## src/nvsc_pkg.sv

```systemverilog
package nvsc_pkg;

  localparam int NVSC_ADDR_W = 19;
  localparam int NVSC_DATA_W = 16;
  localparam int NVSC_CLK_NS = 10;

  // Access timing toward the memory, in ns
  localparam int NVSC_ACCESS_NS = 25;
  localparam int NVSC_SETUP_NS = 15;
  localparam int NVSC_RECOVER_NS = 10;
  localparam int NVSC_ACCESS_CYC = (NVSC_ACCESS_NS + NVSC_CLK_NS - 1) / NVSC_CLK_NS;
  localparam int NVSC_SETUP_CYC = (NVSC_SETUP_NS + NVSC_CLK_NS - 1) / NVSC_CLK_NS;
  localparam int NVSC_RECOVER_CYC = (NVSC_RECOVER_NS + NVSC_CLK_NS - 1) / NVSC_CLK_NS;
  localparam int NVSC_HSB_PULSE_NS = 100;
  localparam int NVSC_HSB_PULSE_CYC = (NVSC_HSB_PULSE_NS + NVSC_CLK_NS - 1) / NVSC_CLK_NS;

  // Software sequence addresses
  localparam logic [15:0] NVSC_SEQ_A1 = 16'h4e38;
  localparam logic [15:0] NVSC_SEQ_A2 = 16'hb1c7;
  localparam logic [15:0] NVSC_SEQ_A3 = 16'h83e0;
  localparam logic [15:0] NVSC_SEQ_A4 = 16'h7c1f;
  localparam logic [15:0] NVSC_SEQ_A5 = 16'h703f;
  localparam logic [15:0] NVSC_SEQ_SAVE = 16'h8fc0;
  localparam logic [15:0] NVSC_SEQ_RESTORE = 16'h4c63;
  localparam logic [15:0] NVSC_SEQ_NOAUTO = 16'h8b45;

  typedef enum logic [1:0] {
    NVSC_CMD_READ = 2'b00,
    NVSC_CMD_WRITE = 2'b01,
    NVSC_CMD_SAVE = 2'b10,
    NVSC_CMD_RESTORE = 2'b11
  } nvsc_cmd_t;

endpackage

```

## src/nvsc_cnt.sv

```systemverilog
`timescale 1ns/10ps
`default_nettype none
module nvsc_cnt #(
  parameter int W = 8
) (
  // Clock and reset
  input wire logic clk,
  input wire logic rst_b,
  // Control
  input wire logic load,
  input wire logic [W-1:0] loadVal,
  output logic done
);

  logic [W-1:0] cnt_ff;
  logic [W-1:0] nxt_cnt;

  always_comb begin
    nxt_cnt = cnt_ff;
    if (load) begin
      nxt_cnt = loadVal;
    end else if (cnt_ff != '0) begin
      nxt_cnt = cnt_ff - 1'b1;
    end
  end

  always_ff @(posedge clk or negedge rst_b) begin
    if (!rst_b) begin
      cnt_ff <= '0;
    end else begin
      cnt_ff <= nxt_cnt;
    end
  end

  // Done must not look at load: the user derives load from done
  assign done = (cnt_ff == '0);

endmodule
`default_nettype wire

```

## src/nvsc_host.sv

```systemverilog
`timescale 1ns/10ps
`default_nettype none
module nvsc_host
  import nvsc_pkg::*;
#(
  parameter int ACCESS_CYC = NVSC_ACCESS_CYC,
  parameter int SETUP_CYC = NVSC_SETUP_CYC,
  parameter int RECOVER_CYC = NVSC_RECOVER_CYC,
  parameter int HSB_PULSE_CYC = NVSC_HSB_PULSE_CYC
) (
  // Clock and reset
  input wire logic clk,
  input wire logic rst_b,
  // User request
  input wire logic reqValid,
  output logic reqReady,
  input wire nvsc_cmd_t reqCmd,
  input wire logic [NVSC_ADDR_W-1:0] reqAddr,
  input wire logic [NVSC_DATA_W-1:0] reqWdata,
  input wire logic [1:0] reqLanes,
  input wire logic wordMode,
  // User answer
  output logic rspValid,
  output logic [NVSC_DATA_W-1:0] rspRdata,
  output logic memBusy,
  // Memory pins
  output logic chipSel_n,
  output logic outEn_n,
  output logic writeEn_n,
  output logic upper_byte_enable_n,
  output logic lower_byte_enable_n,
  output logic [NVSC_ADDR_W-1:0] memAddr,
  input wire logic [NVSC_DATA_W-1:0] dqIn,
  output logic [NVSC_DATA_W-1:0] dqOut,
  output logic dqOe,
  input wire logic store_busy_n_in,
  output logic store_busy_n_out,
  output logic store_busy_n_oe
);

  // ****************************************
  // State machine
  // ****************************************
  typedef enum logic [2:0] {
    NVSC_IDLE = 3'b000,
    NVSC_SETUP = 3'b001,
    NVSC_STROBE = 3'b010,
    NVSC_RECOVER = 3'b011,
    NVSC_SEQ = 3'b100,
    NVSC_HSBREQ = 3'b101,
    NVSC_WAITBUSY = 3'b110
  } nvsc_state_t;

  nvsc_state_t state_ff, nxt_state;
  nvsc_cmd_t cmd_ff, nxt_cmd;
  logic [NVSC_ADDR_W-1:0] addr_ff, nxt_addr;
  logic [NVSC_DATA_W-1:0] wdata_ff, nxt_wdata, rdata_ff, nxt_rdata;
  logic [1:0] lanes_ff, nxt_lanes;
  logic [2:0] seqIdx_ff, nxt_seqIdx;
  logic rsp_ff, nxt_rsp;
  logic cntLoad;
  logic [7:0] cntVal;
  logic cntDone;
  logic [15:0] seqAddr;

  nvsc_cnt #(.W(8)) uTimer (
    .clk(clk),
    .rst_b(rst_b),
    .load(cntLoad),
    .loadVal(cntVal),
    .done(cntDone)
  );

  // Sequence table; last entry picks save, restore or the no-autosave address (restore with address bit 0 set)
  always_comb begin
    case (seqIdx_ff)
      3'd0: seqAddr = NVSC_SEQ_A1;
      3'd1: seqAddr = NVSC_SEQ_A2;
      3'd2: seqAddr = NVSC_SEQ_A3;
      3'd3: seqAddr = NVSC_SEQ_A4;
      3'd4: seqAddr = NVSC_SEQ_A5;
      default: begin
        if (cmd_ff == NVSC_CMD_SAVE) begin
          seqAddr = NVSC_SEQ_SAVE;
        end else if (addr_ff[0]) begin
          seqAddr = NVSC_SEQ_NOAUTO;
        end else begin
          seqAddr = NVSC_SEQ_RESTORE;
        end
      end
    endcase
  end

  always_comb begin
    nxt_state = state_ff;
    nxt_cmd = cmd_ff;
    nxt_addr = addr_ff;
    nxt_wdata = wdata_ff;
    nxt_rdata = rdata_ff;
    nxt_lanes = lanes_ff;
    nxt_seqIdx = seqIdx_ff;
    nxt_rsp = 1'b0;
    cntLoad = 1'b0;
    cntVal = 8'h00;
    case (state_ff)
      NVSC_IDLE: begin
        // Busy pin low blocks every access
        if (reqValid && store_busy_n_in) begin
          nxt_cmd = reqCmd;
          nxt_addr = reqAddr;
          nxt_wdata = reqWdata;
          nxt_lanes = wordMode ? reqLanes : 2'b11;
          nxt_seqIdx = 3'd0;
          cntLoad = 1'b1;
          if (reqCmd == NVSC_CMD_READ || reqCmd == NVSC_CMD_WRITE) begin
            cntVal = 8'(SETUP_CYC);
            nxt_state = NVSC_SETUP;
          end else if (reqCmd == NVSC_CMD_SAVE && !wordMode && reqAddr[0]) begin
            // Address bit 0 set on a save in byte mode (wordMode low) asks for the pin save path
            cntVal = 8'(HSB_PULSE_CYC);
            nxt_state = NVSC_HSBREQ;
          end else begin
            // Bit 0 on a restore turns off the power-down save instead
            nxt_addr = {{(NVSC_ADDR_W-1){1'b0}}, (reqCmd == NVSC_CMD_RESTORE) && reqAddr[0]};
            cntVal = 8'(SETUP_CYC);
            nxt_state = NVSC_SEQ;
          end
        end
      end
      NVSC_SETUP: begin
        // Address stable before strobe
        if (cntDone) begin
          cntLoad = 1'b1;
          cntVal = 8'(ACCESS_CYC);
          nxt_state = NVSC_STROBE;
        end
      end
      NVSC_STROBE: begin
        if (cntDone) begin
          if (cmd_ff == NVSC_CMD_READ) begin
            nxt_rdata = dqIn;
          end
          nxt_rsp = 1'b1;
          cntLoad = 1'b1;
          cntVal = 8'(RECOVER_CYC);
          nxt_state = NVSC_RECOVER;
        end
      end
      NVSC_RECOVER: begin
        if (cntDone) begin
          nxt_state = NVSC_IDLE;
        end
      end
      NVSC_SEQ: begin
        // Six back-to-back reads, nothing in between
        if (cntDone) begin
          cntLoad = 1'b1;
          if (seqIdx_ff == 3'd5) begin
            cntVal = 8'(RECOVER_CYC);
            nxt_state = NVSC_WAITBUSY;
          end else begin
            cntVal = 8'(ACCESS_CYC);
            nxt_seqIdx = seqIdx_ff + 3'd1;
          end
        end
      end
      NVSC_HSBREQ: begin
        if (cntDone) begin
          cntLoad = 1'b1;
          cntVal = 8'(RECOVER_CYC);
          nxt_state = NVSC_WAITBUSY;
        end
      end
      NVSC_WAITBUSY: begin
        // Done once device has released the busy pin
        if (cntDone && store_busy_n_in) begin
          nxt_rsp = 1'b1;
          nxt_state = NVSC_IDLE;
        end
      end
      default: nxt_state = NVSC_IDLE;
    endcase
  end

  always_ff @(posedge clk or negedge rst_b) begin
    if (!rst_b) begin
      state_ff <= NVSC_IDLE;
      cmd_ff <= NVSC_CMD_READ;
      addr_ff <= '0;
      wdata_ff <= '0;
      rdata_ff <= '0;
      lanes_ff <= 2'b00;
      seqIdx_ff <= 3'd0;
      rsp_ff <= 1'b0;
    end else begin
      state_ff <= nxt_state;
      cmd_ff <= nxt_cmd;
      addr_ff <= nxt_addr;
      wdata_ff <= nxt_wdata;
      rdata_ff <= nxt_rdata;
      lanes_ff <= nxt_lanes;
      seqIdx_ff <= nxt_seqIdx;
      rsp_ff <= nxt_rsp;
    end
  end

  // ****************************************
  // Pin drive
  // ****************************************
  logic isWrite, inAccess, inSeq;
  assign isWrite = (cmd_ff == NVSC_CMD_WRITE);
  assign inAccess = (state_ff == NVSC_STROBE);
  assign inSeq = (state_ff == NVSC_SEQ) && (seqIdx_ff != 3'd0 || cntDone);

  // Write enable held high out of reset and for all sequence reads
  assign chipSel_n = !(inAccess || inSeq);
  assign writeEn_n = !(inAccess && isWrite);
  assign outEn_n = !((inAccess && !isWrite) || inSeq);
  assign upper_byte_enable_n = !lanes_ff[1];
  assign lower_byte_enable_n = !lanes_ff[0];
  assign memAddr = (state_ff == NVSC_SEQ) ? {3'b000, seqAddr} : addr_ff;
  // Data driven from setup through strobe end
  assign dqOut = wdata_ff;
  assign dqOe = isWrite && (state_ff == NVSC_SETUP || state_ff == NVSC_STROBE);
  assign store_busy_n_out = 1'b0;
  assign store_busy_n_oe = (state_ff == NVSC_HSBREQ);
  assign reqReady = (state_ff == NVSC_IDLE) && store_busy_n_in;
  assign rspValid = rsp_ff;
  assign rspRdata = rdata_ff;
  assign memBusy = !store_busy_n_in;
endmodule
`default_nettype wire

```

## config.mk

```make
export PLATFORM = sky130hd
export DESIGN_NAME = nvsc_host
export DESIGN_NICKNAME = d
export VERILOG_FILES = /design/src/nvsc_pkg.sv /design/src/nvsc_cnt.sv /design/src/nvsc_host.sv
export SDC_FILE = /design/constraint.sdc
export NUM_CORES = 1
export LEC_CHECK = 0
export CORE_UTILIZATION = 36
export CTS_CLUSTER_DIAMETER = 60
export DETAILED_ROUTE_END_ITERATION = 10
export DONT_BUFFER_PORTS = 1
export PLACE_DENSITY = 0.49
export SLEW_MARGIN = 5
export SYNTH_ARGS = -nofsm -noshare
export SYNTH_HDL_FRONTEND = slang
export SYNTH_SLANG_ARGS = --single-unit
```

## constraint.sdc

```tcl
create_clock -name clk -period 2.5 [get_ports clk]
set_input_delay 0.25 -clock clk [delete_from_list [all_inputs] [get_ports clk]]
set_output_delay 0.25 -clock clk [all_outputs]
set_load 0.02 [all_outputs]
```

==> summary.txt, run 1 <==
Outcome
  • Status: complete, no violations

Floorplanning
  • Die area: 0.0101 mm²
  • Die X: between 100 and 150 µm
  • Core ar.: ~0.0093 mm²
  • Row cnt: 35
  • Die Ht: roughly 100 µm
  • Starting Density: a little under two fifths
  • IO Pins: 122

Layout
  • Layout cells sized above 1: around 17%
  • Nets: 435
  • Finished Cell Area: just over 0.004 mm²
  • Area delta synth->final: 18.1%
  • Fin util: around 44%
  • Ant. Diodes: 0

Route
  • Number of routed nets with antenna violations: 0
  • Avg WL per Cell: between 15 and 20 µm
  • DRC: 0
  • Drt total wl: approximately 8800 µm
  • Vias per inst: approximately 5.4
  • Vias: approximately 2.7k
  • DRT Pass-1 Iters: 5
  • Initial drt markers: about 140

Worst setup path
  • CP dominant cell by count: buf_4
  • Buf/Inv on CP: 2
  • CP startpoint kind: register
  • Worst path top cell family by delay: flip-flops
  • Worst path cell trace: or3_4 > buf_4 > o31ai_1 > buf_4
  • Worst EP required: 2.25 ns
  • Crit path largest cell delay: 0.53 ns
  • CP max FO: 15
  • Critical path class: register to output port
  • CP max stage cell: dfrtp_1
  • Crit end category: output port
  • Critical path arrival: 2.11 ns

Yosys
  • Yosys reg bits: 70
  • Synth Flop Type: dfrtp_1
  • Area leader, netlist: dfrtp_1
  • Post-synth EDFFs: 0
  • Synth top area share: 50.3%
  • Mapped Nets: approximately 400
  • Share of the yosys chip area belonging to registers: 50.3%
  • Distinct cells, synth: 53
  • Mapped Area: 0.00348 mm²
  • Synth warnings: 0
  • Synth Instances: between 300 and 400
  • Synth area leaders: dfrtp_1 (50%), nand2_1 (7.0%), a22o_1 (4.5%)
  • Avg Inst Size Synth: between 10 and 15 µm²
  • Fraction of registers with async set/reset: 100%

Clock network
  • Post CTS Setup Buffer Count: 0
  • CTS tree: done
  • Clock root cell: clkbuf_8
  • Worst-Skew Late Latency: 0.35 ns
  • CTS Buffer Depth: 2
  • # clock sinks: 70
  • CTS H-tree depth: 3
  • Clk pin slew, worst setup/hold paths: roughly 0.090 ns
  • Total CTS buffers: 9

Timing
  • Final Cycle Share: 94.6%
  • Final min period: between 2 and 2.5 ns
  • Worst Max-Slew Pin Slew: about 0.64 ns
  • Worst slew margin: a little under three fifths
  • Max frequency: between 400 and 500 MHz
  • Final number of hold-violating endpoints: 0
  • Slew Limit Fails: 0
  • Fin Clk Skew: ~0.015 ns
  • Setup Viol. Count Final: 0

Global route
  • Grt ovf: 0
  • Vias in the first global route: 2710
  • Global-route wire length before repair: around 14000 µm
  • Global-route usage over all layers: between 15 and 20%
  • Initial antenna violation count: 0
  • Largest net degree at the start of global routing: 71

Placed design
  • GP Congestion: between 0.7 and 0.8
  • Detailed-placement wirelength estimate: roughly 5900 µm
  • Port bufs: 0
  • Placed instance area: roughly 0.0037 mm²

Worst hold path
  • Hold Path Class: input port to register

Power and ir drop
  • Static Leak: roughly 1.9 nW
  • PD cells: 1220 mW/mm²
  • Total power: 5.02 mW
  • Max rail drop VDD: just under 0.0005 V

Job
  • Max Cap Violations: 0
## flip-flops by register name (all words and copies together) (netlist names)
name	flops
addr_ff	19
lanes_ff	2
uTimer.cnt_ff	8
rspRdata	16
state_ff	3
cmd_ff	2
dqOut	16
seqIdx_ff	3
rspValid	1
## placed cells by master, fill, tap and decap left out, drive strengths merged, types with 15 or more instances in the layout
cell,instances
dfrtp,70
nand2,65
a22o,18
dlygate4sd3,17
buf,17
inv,16
o21ai,16
mux2,16
nor2,15
a21oi,15
## layer usage
metal / GRT usage, % / up-vias / share of wire [%]
met2: 28.1 / 97 / 47
met1: 23.8 / 1341 / 44
met3: 6.27 / 12 / 7.1
met5: 0 / - / 0
li1: - / 1261 / -
met4: 6.47 / 0 / 1.4
## metrics by stage
stage	hold WS [ns]	TNS [ns]	cells	setup slack, ns
after floorplan	-0.0456	0	345	0.248
after global placement	-0.0430	0	469	0.401
after detailed placement	-0.0407	0	469	0.365
after CTS	0.00454	0	501	0.0105
after global routing	0.00180	-0.0121	503	-0.0121
final	0.0238	0	503	0.136
## cell type report
cell class / instances / area [µm²]
tap: 129 / 161
clock buffer: 10 / 138
multi-input combinational: 239 / 1600
clock inverter: 6 / 68.8
timing repair buffer: 34 / 330
sequential: 70 / 1750
inverter: 15 / 56.3
fill: 912 / 5170
## where the power goes
part	switching, mW	total, mW	internal [mW]
sequential	0.700	2.27	1.57
combinational	1.01	1.79	0.773
clock	0.466	0.959	0.493
## worst reg2reg max path, stage by stage, from the launching register on
cell,delay [ns]
dfrtp_1,0.42
inv_1,0.09
ha_1,0.19
nor3b_1,0.23
and2_1,0.23
nand4_4,0.34
mux2_4,0.42
## path summary, 6_finish.rpt
path	start	endpoint	slack, ns	depth (start not counted)
worst max-delay path	state_ff[0]$_DFFE_PN0P_	memAddr[5]	0.14	4
worst min-delay path	reqAddr[10]	addr_ff[10]$_DFFE_PN0P_	0.02	1
worst max register to register	uTimer.cnt_ff[1]$_DFFE_PN0P_	rspRdata[7]$_DFFE_PN0P_	0.47	6
worst min register to register	addr_ff[16]$_DFFE_PN0P_	addr_ff[16]$_DFFE_PN0P_	0.50	1
max in group asynchronous	rst_b	seqIdx_ff[0]$_DFFE_PN0P_	1.76	2
min in group asynchronous	rst_b	rspValid$_DFF_PN0_	0.46	2
## cells by family (layout without fill, tap and decap cells)
group / after synthesis / count (layout) / share of synthesized area [%]
DFF: 70 / 70 / 50.3
muxes: 20 / 20 / 7.40
other: 1 / 1 / 0.108
and+or+nand+nor: 129 / 129 / 18.5
xor gates and xnor gates: 1 / 1 / 0.252
buffers and inverters: 36 / 65 / 4.60
AOI/OAI and AO/OA: 82 / 82 / 16.6
adders and majority gates: 6 / 6 / 2.16
## synthesized netlist by cell type, drive strengths merged (4+ instances only)
| cell type | count |
|---|---|
| buf | 6 |
| nor3b | 4 |
| o21ai | 16 |
| nand2 | 65 |
| ha | 6 |
| nor3 | 7 |
| a31oi | 4 |
| mux2 | 16 |
| and2 | 4 |
| nor2b | 5 |
| a22o | 18 |
| nand2b | 6 |
| nor2 | 15 |
| clkbuf | 15 |
| nand3 | 7 |
| a21oi | 15 |
| inv | 15 |
| mux2i | 4 |
| dfrtp | 70 |
## repair_timing
item / in CTS / in global routing
gates resized for setup: 1 / 7
pin swaps: 0 / 1
hold endpoints to repair: 84 / 2
endpoints found under the setup margin: 4 / 6
hold buffers: 16 / 2
No activity file was read; power rests on OpenSTA's default activity.
==> run 2, diff against run 1 <==
==> constraint.sdc (replaced) <==
create_clock -name clk -period 2.8 [get_ports clk]
set_input_delay 0.28 -clock clk [delete_from_list [all_inputs] [get_ports clk]]
set_output_delay 0.28 -clock clk [all_outputs]
set_load 0.02 [all_outputs]
==> run 2 against run 1 <==
Sequential cell count unchanged. Design area down 5.0%. Non-clock buffer count down 17. Power down 11%. Worst hold slack worse by 0.0029 ns. Die area unchanged. Largest power group unchanged. Highest routed layer unchanged.
==> summary.txt, run 2 (synthesized netlist as in run 1, its figures left out) <==
Timing
  • Final Cycle Share: between 90 and 100%
  • Post-route setup TNS: 0 ns
  • Max frequency: between 300 and 400 MHz
  • Setup Viol. Count Final: 0
  • Slew Limit Fails: 0
  • Worst setup margin: around 0.19 ns
  • Final number of hold-violating endpoints: 0
  • Worst Max-Slew Pin Slew: 0.636 ns
  • Worst slew margin: approximately 57%
  • Fin Clk Skew: 0.0115 ns
  • Final min period: between 2 and 3 ns
  • Hold slack: 0.0209 ns
  • RSZ-0062 raised after global routing: false

Floorplanning
  • Starting Density: 37.5%
  • Die area: 0.0101 mm²
  • Row cnt: 35
  • Die Ht: 100 µm
  • IO Pins: around 120
  • Die X: 100 µm
  • Core ar.: between 0.009 and 0.01 mm²

Clock network
  • Total CTS buffers: 9
  • # clock sinks: 70
  • CTS H-tree depth: 3
  • CTS tree: done
  • Clock root cell: clkbuf_8
  • Worst-Skew Late Latency: around 0.35 ns
  • Post-CTS sizing: 0
  • Post CTS Setup Buffer Count: 0
  • CTS Buffer Depth: 2
  • Clk pin slew, worst setup/hold paths: about 0.08 ns

Worst setup path
  • Buf/Inv on CP: 1
  • Worst path top cell family by delay: simple AND/OR/NAND/NOR gates
  • Worst reg2reg path endpoint: rspRdata[15]$_DFFE_PN0P_
  • Worst EP required: ~2.5 ns
  • Worst reg2reg path depth: 4
  • CP max stage cell: or3_1
  • Worst r2r src: state_ff[1]$_DFFE_PN0P_
  • Worst R2R Setup Slack: around 0.65 ns
  • CP startpoint kind: register
  • Crit path largest cell delay: 0.56 ns
  • Critical path arrival: around 2.3 ns
  • CP max FO: 15
  • Crit end category: output port
  • Critical path class: register to output port
  • Worst path cell trace: inv_1 > or3_1 > nor3_1 > a221o_1

Layout
  • Ant. Diodes: 0
  • Layout cells sized above 1: 15.7%
  • Commonest non-fill, non-tap cells in the layout: dfrtp_1 (70), nand2_1 (65), a22o_1 (18)
  • Nets: about 420
  • Fin cells: 486
  • Leading cell type in the layout, fill and taps excluded: dfrtp_1
  • Largest Register: addr_ff
  • Max reg flops: 19
  • Area delta synth->final: 12.3%

Global route
  • Initial antenna violation count: 0
  • Vias in the first global route: ~2.6k
  • Global-route wire length before repair: 13900 µm
  • Grt ovf: 0
  • Global-route usage over all layers: a little under a fifth
  • Largest net degree at the start of global routing: 71

Power and ir drop
  • Max rail drop VDD: 0.000386 V
  • Static Leak: ~1.8 nW
  • PD cells: around 1100 mW/mm²

Worst hold path
  • Hold EP: uTimer.cnt_ff[3]$_DFFE_PN0P_
  • Hold Path Class: input port to register
  • Beginning of the worst hold path: reqCmd[0]
  • Worst hold stages: 1

Route
  • DRC: 0
  • Vias: roughly 2.6k
  • Number of routed nets with antenna violations: 0
  • Avg WL per Cell: 17.8 µm
  • Drt total wl: about 8600 µm
  • Vias per inst: 5.36
  • DRT Pass-1 Iters: 5
  • Initial drt markers: 121

Placed design
  • Detailed-placement wirelength estimate: 5900 µm
  • GP Congestion: approximately 0.8
  • Port bufs: 0
  • DP Worst Slack: 0.590 ns
  • Placed Cells: about 470

Outcome
  • Status: complete, no violations

Job
  • Max Cap Violations: 0
## run 2: final cells by class
cell class                      count  area, µm²
Inverter                           15       56.3
Timing Repair Buffer               17        150
Clock inverter                      6       86.3
Tap cell                          129        161
Clock buffer                       10        128
Sequential cell                    70       1750
Fill cell                         936       5380
Multi-Input combinational cell    239       1570
## run 2: per-layer routing
layer  global-route usage, %  share of wire, %  vias up
li1                        -                 -     1225
met4                    6.47               1.3        0
met2                    26.4                44      117
met5                       0                 0        -
met3                    5.85               8.4        9
met1                    25.0                46     1256
## run 2: stage by stage
stage | utilization (%) | power, mW | area [µm²]
6_report | 42.1 | 4.47 | 3910
5_1_grt | 42.1 | 4.79 | 3910
4_1_cts | 42.1 | 4.51 | 3910
3_5_place_dp | 39.4 | 3.56 | 3660
3_3_place_gp | 39.4 | 3.55 | 3660
2_1_floorplan | - | 3.17 | 3480
## run 2: worst max-delay path by stage
stage                                         from     endpoint  slack, ns  depth (start not counted)
final                      state_ff[2]$_DFFE_PN0P_   memAddr[2]       0.19                          4
after global routing       state_ff[1]$_DFFE_PN0P_   memAddr[1]       0.02                          4
after CTS                  state_ff[2]$_DFFE_PN0P_   memAddr[1]       0.20                          4
after detailed placement   state_ff[2]$_DFFE_PN0P_   memAddr[1]       0.59                          4
after global placement    seqIdx_ff[1]$_DFFE_PN0P_   memAddr[2]       0.60                          6
after floorplan            state_ff[2]$_DFFE_PN0P_  memAddr[14]       0.52                          5
## run 2: power breakdown
group	internal, mW	switching [mW]	total [mW]
combinational	0.658	0.892	1.55
clock	0.500	0.400	0.900
sequential	1.40	0.617	2.02
## run 2: repair_timing
action	4_1_cts	5_1_grt
endpoints found under the hold margin	70	0
setup endpoints to repair	0	0
hold buffers	2	0
